### config.mk
export PLATFORM = sky130hd
export DESIGN_NAME = hpx_host_port
export DESIGN_NICKNAME = d
export VERILOG_FILES = /design/src/logic/hpx_pkg.sv /design/src/logic/hpx_edge.sv /design/src/logic/hpx_fifo.sv /design/src/logic/hpx_host_port.sv
export SDC_FILE = /design/constraint.sdc
export NUM_CORES = 1
export LEC_CHECK = 0
export BUFFER_PORTS_ARGS = -buffer_cell sky130_fd_sc_hd__buf_2
export CAP_MARGIN = 5
export CORE_AREA = 3 3 166 168
export CTS_BUF_LIST = sky130_fd_sc_hd__clkbuf_4
export DETAILED_ROUTE_END_ITERATION = 6
export DIE_AREA = 0 0 169 171
export PLACE_DENSITY_LB_ADDON = 0.15
export RECOVER_POWER = 50
export SLEW_MARGIN = 0
export SYNTH_ARGS = -nofsm -noshare
export SYNTH_HDL_FRONTEND = slang
export SYNTH_SLANG_ARGS = --single-unit
### constraint.sdc
create_clock -name CLK -period 10 [get_ports CLK]
set_input_delay 2 -clock CLK [delete_from_list [all_inputs] [get_ports CLK]]
set_output_delay 2 -clock CLK [all_outputs]
set_load 0.01 [all_outputs]
### src/logic/hpx_pkg.sv
// Package for the host port mode selector and 6800 parallel front end.
// Assumes one 100 MHz clock; all host pins arrive synchronous to it.
//
// Contract
// In 6800 mode the shared strobe is an active-high enable and cycles start only while it is high with chip select low.
// In 8080 mode the shared strobe is an active-low read strobe that starts a read when it falls with chip select low.
// In serial and I2C modes the host holds the shared strobe pin at ground.
// In SPI modes D0 is the serial clock and the host ties D1 and D2 together as serial data in.
// In I2C mode D0 is SCL, D1 is SDA in and D2 is SDA out, with D1 and D2 tied as one SDA line. The port has no SDA out; D_OE drives only in 6800 reads.
// The host should tie low any data pins the selected mode does not use.
// The device drives a tearing sync output that marks frame display timing.
// While the display is off, row drives float and column drives sit at ground.
// The bus protocol is fixed by the bus select straps over 8 data and 5 control pins.
// In 6800 mode read_not_write low is a write and high is a read, set before the enable.
// data_not_command low targets command or status, high targets display data.
// In 6800 mode the byte and cycle type are captured on the enable falling edge.
// The enable is ignored unless chip select is low.
// An enable fall with chip selected decodes write command, read status, write data or read data.
// Bus select codes are 000 4-wire SPI, 001 3-wire SPI, 010 I2C, 110 8080, 100 6800.
// The whole port initializes while hw_reset_n is low and runs only while it is high.
// In a 6800 read the device drives D only while selected, reading and enabled.
package hpx_pkg;

  // ----------------------------------------
  // Strap codes
  // ----------------------------------------
  localparam logic [2:0] BS_SPI4 = 3'h0;
  localparam logic [2:0] BS_SPI3 = 3'h1;
  localparam logic [2:0] BS_I2C  = 3'h2;
  localparam logic [2:0] BS_8080 = 3'h6;
  localparam logic [2:0] BS_6800 = 3'h4;

  // ----------------------------------------
  // Widths and reset values
  // ----------------------------------------
  localparam int          DATA_W      = 8;
  localparam int          FIFO_DEPTH  = 16;
  localparam int          FRAME_CYC   = 1666;
  localparam int          SYNC_CYC    = 16;
  localparam logic [7:0]  BYTE_RST    = 8'h00;

  typedef enum logic [2:0] {
    HPX_M_SPI4,
    HPX_M_SPI3,
    HPX_M_I2C,
    HPX_M_8080,
    HPX_M_6800,
    HPX_M_NONE
  } hpx_mode_e;

  typedef enum logic [1:0] {
    HPX_OP_WCMD,
    HPX_OP_RSTAT,
    HPX_OP_WDATA,
    HPX_OP_RDATA
  } hpx_op_e;

  // One captured host write
  typedef struct packed {
    logic       is_data;
    logic [7:0] byte_val;
  } hpx_wr_s;

  // Serial pin view handed to the serial engines
  typedef struct packed {
    logic sclk;
    logic serial_data_in;
    logic sda_in;
  } hpx_ser_s;

endpackage

### src/logic/hpx_edge.sv
// Edge detector with a registered previous sample and combinational rise/fall, for a pin already synchronous to CLK.
// Assumes synchronous active-low reset.
`timescale 1ns/1ps
`default_nettype none
module hpx_edge #(
  parameter logic RST_VAL = 1'b0
) (
  // Clock and reset
  input  wire logic CLK,
  input  wire logic NRST,
  // Level in, edges out
  input  wire logic level,
  output logic      rise,
  output logic      fall,
  output logic      prev
);
  logic prev_q;

  // Previous sample
  always_ff @(posedge CLK) begin
    if (!NRST) begin
      prev_q <= RST_VAL;
    end else begin
      prev_q <= level;
    end
  end

  assign prev = prev_q;
  assign rise = level && !prev_q;
  assign fall = !level && prev_q;
endmodule
`default_nettype wire

### src/logic/hpx_fifo.sv
// Small synchronous FIFO with valid and ready on both sides.
// Assumes single clock and synchronous active-low reset.
`timescale 1ns/1ps
`default_nettype none
module hpx_fifo #(
  parameter int WIDTH = 9,
  parameter int DEPTH = 16
) (
  // Clock and reset
  input  wire logic             CLK,
  input  wire logic             NRST,
  // Fill side
  input  wire logic             in_valid,
  output logic                  in_ready,
  input  wire logic [WIDTH-1:0] in_data,
  // Drain side
  output logic                  out_valid,
  input  wire logic             out_ready,
  output logic [WIDTH-1:0]      out_data
);
  localparam int AW = $clog2(DEPTH);

  logic [WIDTH-1:0] mem [DEPTH];
  logic [AW-1:0]    wr_ptr_q;
  logic [AW-1:0]    rd_ptr_q;
  logic [AW:0]      count_q;
  logic             push;
  logic             pop;

  // Handshakes
  assign in_ready  = (count_q != (AW+1)'(DEPTH));
  assign out_valid = (count_q != '0);
  assign push      = in_valid && in_ready;
  assign pop       = out_valid && out_ready;
  assign out_data  = mem[rd_ptr_q];

  // Storage, no reset needed on data
  always_ff @(posedge CLK) begin
    if (push) begin
      mem[wr_ptr_q] <= in_data;
    end
  end

  // Pointers and fill level
  always_ff @(posedge CLK) begin
    if (!NRST) begin
      wr_ptr_q <= '0;
      rd_ptr_q <= '0;
      count_q  <= '0;
    end else begin
      if (push) begin
        wr_ptr_q <= (wr_ptr_q == AW'(DEPTH-1)) ? '0 : wr_ptr_q + 1'b1;
      end
      if (pop) begin
        rd_ptr_q <= (rd_ptr_q == AW'(DEPTH-1)) ? '0 : rd_ptr_q + 1'b1;
      end
      count_q <= count_q + (AW+1)'(push) - (AW+1)'(pop);
    end
  end
endmodule
`default_nettype wire

### src/logic/hpx_host_port.sv
// Top of the host port: strap decode, pin mapping and the 6800 front end.
// Assumes all host pins are synchronous to CLK at 100 MHz.
`timescale 1ns/1ps
`default_nettype none
module hpx_host_port
  import hpx_pkg::*;
#(
  parameter int FRAME_CYCLES = FRAME_CYC,
  parameter int COLS         = 160,
  parameter int ROWS         = 160
) (
  // Clock and reset
  input  wire logic            CLK,
  input  wire logic            NRST,
  // Straps and chip reset pin
  input  wire logic [2:0]      BUS_SELECT_PINS,
  input  wire logic            HW_RESET_N,
  // Host control pins
  input  wire logic            CHIP_SELECT_N,
  input  wire logic            DATA_NOT_COMMAND,
  input  wire logic            READ_NOT_WRITE,
  input  wire logic            STROBE_E,
  // Host data pins, three-signal form
  input  wire logic [7:0]      D_IN,
  output logic      [7:0]      D_OUT,
  output logic      [7:0]      D_OE,
  // Core side: read-back values
  input  wire logic [7:0]      STATUS_BYTE,
  input  wire logic [7:0]      RDATA_BYTE,
  // Core side: write stream
  output logic                 WR_VALID,
  input  wire logic            WR_READY,
  output logic      [8:0]      WR_WORD,
  // Core side: read requests
  output logic                 RD_STATUS_REQ,
  output logic                 RD_DATA_REQ,
  output logic                 STROBE_8080_READ,
  // Mode and serial pin view
  output logic      [2:0]      MODE,
  output logic      [2:0]      SER_PINS,
  output logic                 BAD_PIN_LEVEL,
  output logic                 FIFO_FULL,
  // Display side
  input  wire logic            DISPLAY_ON,
  output logic                 TEARING_SYNC_OUT,
  output logic [COLS-1:0]      COLUMN_DRIVE_OUTPUTS,
  output logic [ROWS-1:0]      ROW_DRIVE_OE
);

  // ----------------------------------------
  // Reset and mode
  // ----------------------------------------
  logic        rst_n;
  hpx_mode_e   mode_q;
  hpx_mode_e   mode_d;

  // chip initialization while hw reset low
  assign rst_n = NRST && HW_RESET_N;

  // strap code decode
  always_comb begin
    unique case (BUS_SELECT_PINS)
      BS_SPI4: mode_d = HPX_M_SPI4;
      BS_SPI3: mode_d = HPX_M_SPI3;
      BS_I2C:  mode_d = HPX_M_I2C;
      BS_8080: mode_d = HPX_M_8080;
      BS_6800: mode_d = HPX_M_6800;
      default: mode_d = HPX_M_NONE;
    endcase
  end

  // protocol fixed by strap levels
  always_ff @(posedge CLK) begin
    if (!rst_n) begin
      mode_q <= HPX_M_NONE;
    end else begin
      mode_q <= mode_d;
    end
  end

  logic is_6800;
  logic is_8080;
  logic is_ser;
  assign is_6800 = (mode_q == HPX_M_6800);
  assign is_8080 = (mode_q == HPX_M_8080);
  assign is_ser  = (mode_q == HPX_M_SPI4) || (mode_q == HPX_M_SPI3) ||
                   (mode_q == HPX_M_I2C);

  // ----------------------------------------
  // Strobe edges
  // ----------------------------------------
  logic e_rise;
  logic e_fall;
  logic e_prev;

  hpx_edge #(
    .RST_VAL (1'b0)
  ) u_e_edge (
    .CLK   (CLK),
    .NRST  (rst_n),
    .level (STROBE_E),
    .rise  (e_rise),
    .fall  (e_fall),
    .prev  (e_prev)
  );

  // ----------------------------------------
  // 6800 cycle capture
  // ----------------------------------------
  logic       e_armed_q;
  logic       cap_rnw_q;
  logic       cap_dnc_q;
  logic [7:0] cap_byte_q;
  logic       cap_hit;

  // cycle starts only on enable high with chip selected
  // enable ignored while deselected
  always_ff @(posedge CLK) begin
    if (!rst_n) begin
      e_armed_q <= 1'b0;
    end else if (!is_6800 || CHIP_SELECT_N) begin
      e_armed_q <= 1'b0;
    end else if (e_rise || STROBE_E) begin
      e_armed_q <= 1'b1;
    end else if (e_fall) begin
      e_armed_q <= 1'b0;
    end
  end

  // Latch only at enable fall with select held
  assign cap_hit = is_6800 && e_fall && e_armed_q && !CHIP_SELECT_N;

  // byte and cycle type latched on enable fall
  // read_not_write sets the cycle direction
  always_ff @(posedge CLK) begin
    if (!rst_n) begin
      cap_rnw_q  <= 1'b0;
      cap_dnc_q  <= 1'b0;
      cap_byte_q <= BYTE_RST;
    end else if (cap_hit) begin
      cap_rnw_q  <= READ_NOT_WRITE;
      cap_dnc_q  <= DATA_NOT_COMMAND;
      cap_byte_q <= D_IN;
    end
  end

  // four operations decoded
  // data_not_command picks command/status or data
  hpx_op_e op;
  always_comb begin
    unique case ({READ_NOT_WRITE, DATA_NOT_COMMAND})
      2'b00: op = HPX_OP_WCMD;
      2'b10: op = HPX_OP_RSTAT;
      2'b01: op = HPX_OP_WDATA;
      2'b11: op = HPX_OP_RDATA;
    endcase
  end

  // ----------------------------------------
  // Write path through the FIFO
  // ----------------------------------------
  logic    push_valid;
  logic    push_ready;
  hpx_wr_s push_word;
  logic    fifo_out_valid;
  hpx_wr_s fifo_out_word;
  logic    wr_valid_q;
  hpx_wr_s wr_word_q;
  logic    take;

  assign push_valid        = cap_hit && !READ_NOT_WRITE;
  assign push_word.is_data = (op == HPX_OP_WDATA);
  assign push_word.byte_val = D_IN;

  hpx_fifo #(
    .WIDTH ($bits(hpx_wr_s)),
    .DEPTH (FIFO_DEPTH)
  ) u_fifo (
    .CLK       (CLK),
    .NRST      (rst_n),
    .in_valid  (push_valid),
    .in_ready  (push_ready),
    .in_data   (push_word),
    .out_valid (fifo_out_valid),
    .out_ready (take),
    .out_data  (fifo_out_word)
  );

  // Output stage refills when empty or being accepted
  assign take = fifo_out_valid && (!wr_valid_q || WR_READY);

  always_ff @(posedge CLK) begin
    if (!rst_n) begin
      wr_valid_q <= 1'b0;
      wr_word_q  <= '0;
    end else if (take) begin
      wr_valid_q <= 1'b1;
      wr_word_q  <= fifo_out_word;
    end else if (WR_READY) begin
      wr_valid_q <= 1'b0;
    end
  end

  // Full flag warns host firmware; bytes past full are dropped
  always_ff @(posedge CLK) begin
    if (!rst_n) begin
      FIFO_FULL <= 1'b0;
    end else begin
      FIFO_FULL <= !push_ready;
    end
  end

  assign WR_VALID = wr_valid_q;
  assign WR_WORD  = wr_word_q;

  // ----------------------------------------
  // Read requests and bus drive
  // ----------------------------------------
  logic       rd_drive;
  logic [7:0] rd_val;

  // Read pulses one cycle after the captured enable fall
  always_ff @(posedge CLK) begin
    if (!rst_n) begin
      RD_STATUS_REQ <= 1'b0;
      RD_DATA_REQ   <= 1'b0;
    end else begin
      RD_STATUS_REQ <= cap_hit && (op == HPX_OP_RSTAT);
      RD_DATA_REQ   <= cap_hit && (op == HPX_OP_RDATA);
    end
  end

  // 8080 read begins on strobe fall with chip selected
  always_ff @(posedge CLK) begin
    if (!rst_n) begin
      STROBE_8080_READ <= 1'b0;
    end else begin
      STROBE_8080_READ <= is_8080 && e_fall && !CHIP_SELECT_N;
    end
  end

  // drive only while selected, reading and enabled
  assign rd_drive = is_6800 && !CHIP_SELECT_N && READ_NOT_WRITE && STROBE_E;
  assign rd_val   = DATA_NOT_COMMAND ? RDATA_BYTE : STATUS_BYTE;

  always_ff @(posedge CLK) begin
    if (!rst_n) begin
      D_OE  <= '0;
      D_OUT <= BYTE_RST;
    end else begin
      D_OE  <= {DATA_W{rd_drive}};
      D_OUT <= rd_drive ? rd_val : BYTE_RST;
    end
  end

  // ----------------------------------------
  // Serial pin mapping
  // ----------------------------------------
  hpx_ser_s ser_d;

  // D0 clock, D1 data in for SPI
  // D0 SCL, D1 SDA in for I2C
  always_comb begin
    ser_d.sclk   = is_ser && D_IN[0];
    ser_d.serial_data_in   = (mode_q == HPX_M_SPI4 || mode_q == HPX_M_SPI3) && D_IN[1];
    ser_d.sda_in = (mode_q == HPX_M_I2C) && D_IN[1];
  end

  always_ff @(posedge CLK) begin
    if (!rst_n) begin
      SER_PINS <= '0;
    end else begin
      SER_PINS <= ser_d;
    end
  end

  // strobe must sit at ground in serial modes
  // unused data pins expected low
  always_ff @(posedge CLK) begin
    if (!rst_n) begin
      BAD_PIN_LEVEL <= 1'b0;
    end else begin
      BAD_PIN_LEVEL <= is_ser && (STROBE_E || (D_IN[7:3] != 5'h00));
    end
  end

  always_ff @(posedge CLK) begin
    if (!rst_n) begin
      MODE <= BS_SPI4;
    end else begin
      MODE <= BUS_SELECT_PINS;
    end
  end

  // ----------------------------------------
  // Frame sync and panel drive state
  // ----------------------------------------
  logic [$clog2(FRAME_CYCLES+1)-1:0] frame_q;

  // tearing sync pulse at frame start
  always_ff @(posedge CLK) begin
    if (!rst_n) begin
      frame_q          <= '0;
      TEARING_SYNC_OUT <= 1'b0;
    end else begin
      frame_q <= (frame_q == $bits(frame_q)'(FRAME_CYCLES-1)) ? '0 : frame_q + 1'b1;
      TEARING_SYNC_OUT <= (frame_q < $bits(frame_q)'(SYNC_CYC));
    end
  end

  // display off grounds columns, floats rows
  always_ff @(posedge CLK) begin
    if (!rst_n) begin
      COLUMN_DRIVE_OUTPUTS <= '0;
      ROW_DRIVE_OE         <= '0;
    end else if (!DISPLAY_ON) begin
      COLUMN_DRIVE_OUTPUTS <= '0;
      ROW_DRIVE_OE         <= '0;
    end else begin
      COLUMN_DRIVE_OUTPUTS <= {COLS{TEARING_SYNC_OUT}};
      ROW_DRIVE_OE         <= '1;
    end
  end

endmodule
`default_nettype wire

==> impl_metrics.yaml <==
logic_synthesis:
  avgSynthCellArea_um2: 12.7
  ys_warn_count: 0
  synth_nets: 868
  synth-seq-cells: 206
  ys_seq_area_frac: 0.534
  synth_area_leader_cell: "edfxtp_1"
  synth_top_area_share: 0.415
  ys_top_cells_by_count: "buf_4, edfxtp_1, dfxtp_1"
  synth_ff_type: "edfxtp_1"
  synth_area_um2: 10400
  synth_cell_types: 43
  async_flop_share: 0
  synth_cells: 818
  synthMostInstantiatedCell: "buf_4"
  synth_edf_count: 144
  ys_top_cells_by_area: "edfxtp_1, buf_4, dfxtp_1"
pwr:
  power.density_nw_per_um2: 183
  irDropWorstVdd_mv: 0.107
  leakagePower_nw: 4.78
  p_total_mw: 1.99
clock_network:
  cts_buffers: 50
  cts_resized: 0
  cts.sinks: 206
  hold_buffers: 0
  cts_tree: "built"
  path_clk_slew_ns: 0.06
  worstSkewPairLatency_ns: 0.66
  ctsRootBufferMaster: "clkbuf_4"
  clock_path_buffers: 3
  htreeDepth: 2
  cts_setup_buffers: 0
detailed_routing:
  finalWirelength_um: 21800
  num_vias: 5807
  via_per_inst: 4.46
  drcViolationCount: 0
  drt-wirelength-per-cell_um: 16.7
  antenna_left: 0
  drtPass1Iterations: 5
  dr.first_iter.drc_count: 259
cells_and_area:
  drive_gt1_frac: 0.495
  areaGrowthSynthToFinish_pct: 4.67
  layout.nets: 976
  design_area_um2: 10900
  layout.cells.non_filler: 1302
sta:
  finClkSkew_ns: 0.0418
  hold_violations: 0
  setup-violations-final: 0
  fin_setup_tns_ns: 0
  min_period_ns: 5.10
  post-route-period-util: 0.510
  rsz0062_at_grt: "no"
  finalMaxSlewViolations: 10
  slew_headroom: -0.162
  max_freq_mhz: 196
  worst_pin_slew_ns: 1.73
hold_path:
  worstHoldStart: "frame_q[9]$_SDFF_PP0_"
  hp-class: "flop to flop"
  hold_end: "TEARING_SYNC_OUT$_SDFF_PN0_"
  hold_depth: 1
placement:
  dpl.hpwl_um: 14900
  io_buffers: 393
  place_area_um2: 10400
  dp.cells: 1209
  gp_congestion: 0.737
setup_path:
  slowest_delay_ns: 1.32
  cp_slowest_cell: "nor4_1"
  arrival_ns: 5.34
  crit_chain: "clkbuf_1, or4b_1, nor4_1, nand2_1, nor3_1"
  rr_endpoint: "u_fifo.mem[3][4]$_DFFE_PP_"
  criticalPathCategory: "input pin to flop"
  startpoint_type: "input pin"
  regToRegStartpoint: "mode_q[0]$_SDFF_PN1_"
  crit_path_start: "CHIP_SELECT_N"
  crit_path_end_kind: "flop"
  crit_fanout: 9
  r2r_cells: 4
  reg2reg_slack_ns: 5.96
  worstPathRequired_ns: 10.24
floorplan:
  io_pins: 394
  die_w_um: 169
  die-area_um2: 28900
  die_h_um: 171
  start_util: 0.400
  rows: 59
  coreArea_um2: 26100
global_routing:
  grtUsageTotal: 0.138
  antenna_found_initial: 1
  grt_pass1_wl_um: 31000
  grt_max_degree: 161
  grt_overflow_total: 0
  first_global_vias: 5397
job:
  maxCapViolations: 1
outcome:
  status: "finished with violations"
  violations: "capacitance limit, slew limit"
## final cells by class
class,instances,area [um2]
clock inverters,18,105
repair buffers,401,1950
well taps,335,419
flip-flops and latches,206,5570
fillers,2497,15100
multi-input cells,250,2250
clock buffers,74,556
inverters,17,63.8
diodes,1,2.50
## per-stage QoR
step	worst slack [ns]	hold WS, ns	util
after floorplan	4.66	0.434	-
after global placement	5.26	0.463	0.397
after detailed placement	5.22	0.456	0.397
after CTS	5.91	0.479	0.423
after global routing	4.56	0.515	0.419
final	4.90	0.471	0.419
## worst max path at each step
stage | to | slack, ns | cells after the start
floorplan | COLUMN_DRIVE_OUTPUTS[100] | 4.66 | 1
global placement | u_fifo.mem[3][7]$_DFFE_PP_ | 5.26 | 5
detailed placement | u_fifo.mem[3][1]$_DFFE_PP_ | 5.22 | 5
CTS | ROW_DRIVE_OE[28] | 5.91 | 1
global route | u_fifo.mem[3][4]$_DFFE_PP_ | 4.56 | 5
finish | u_fifo.mem[3][4]$_DFFE_PP_ | 4.90 | 5
## worst max-delay path, delay by kind of cell
family                 cells  cell delay (ns)
and+or+nand+nor            4             3.25
buffers and inverters      1             0.08
## cell usage in the layout, fill, tap and decap left out, types with 13 or more instances in the layout
cell type and count:
buf_2 344, clkbuf_1 54, clkbuf_4 74, dfxtp_1 59, edfxtp_1 144, ha_1 13
inv_1 17, mux2i_1 30, mux4_2 36, nand2_1 21, nor2_1 50
## power by group
part           switching [mW]  total, mW  leakage, nW  internal [mW]
clock network           0.327      0.694        0.385          0.367
logic                   0.199      0.342         2.61          0.143
registers              0.0240      0.957         1.78          0.933
total                   0.551       1.99         4.78           1.44
## metal layers
| metal | vias up | wire, um | GRT usage |
|---|---|---|---|
| met5 | - | 0 | 0 |
| met4 | 0 | 240 | 0.0395 |
| met3 | 21 | 1780 | 0.0337 |
| met2 | 266 | 10800 | 0.235 |
| met1 | 2725 | 8920 | 0.177 |
| li1 | 2795 | - | - |
## cell families (layout without fill, tap and decap cells)
family	after synthesis	count (layout)	share of synthesized area
buffers and inverters	362	510	0.248
other	0	1	0
multiplexers	66	66	0.107
adder cells (fa/ha/maj)	14	14	0.0175
AO/OA/AOI/OAI	36	36	0.0236
flip-flops	206	206	0.534
XOR/XNOR	13	13	0.0109
AND/OR/NAND/NOR	121	121	0.0592
## sequential cells by signal (all words and copies together) (netlist names), 3 cells and up
register / flops
frame_q: 11
u_fifo.count_q: 5
u_fifo.mem: 144
WR_WORD: 9
mode_q: 3
u_fifo.rd_ptr_q: 4
u_fifo.wr_ptr_q: 4
D_OUT: 8
MODE: 3
SER_PINS: 3
No activity file was read; power rests on OpenSTA's default activity.
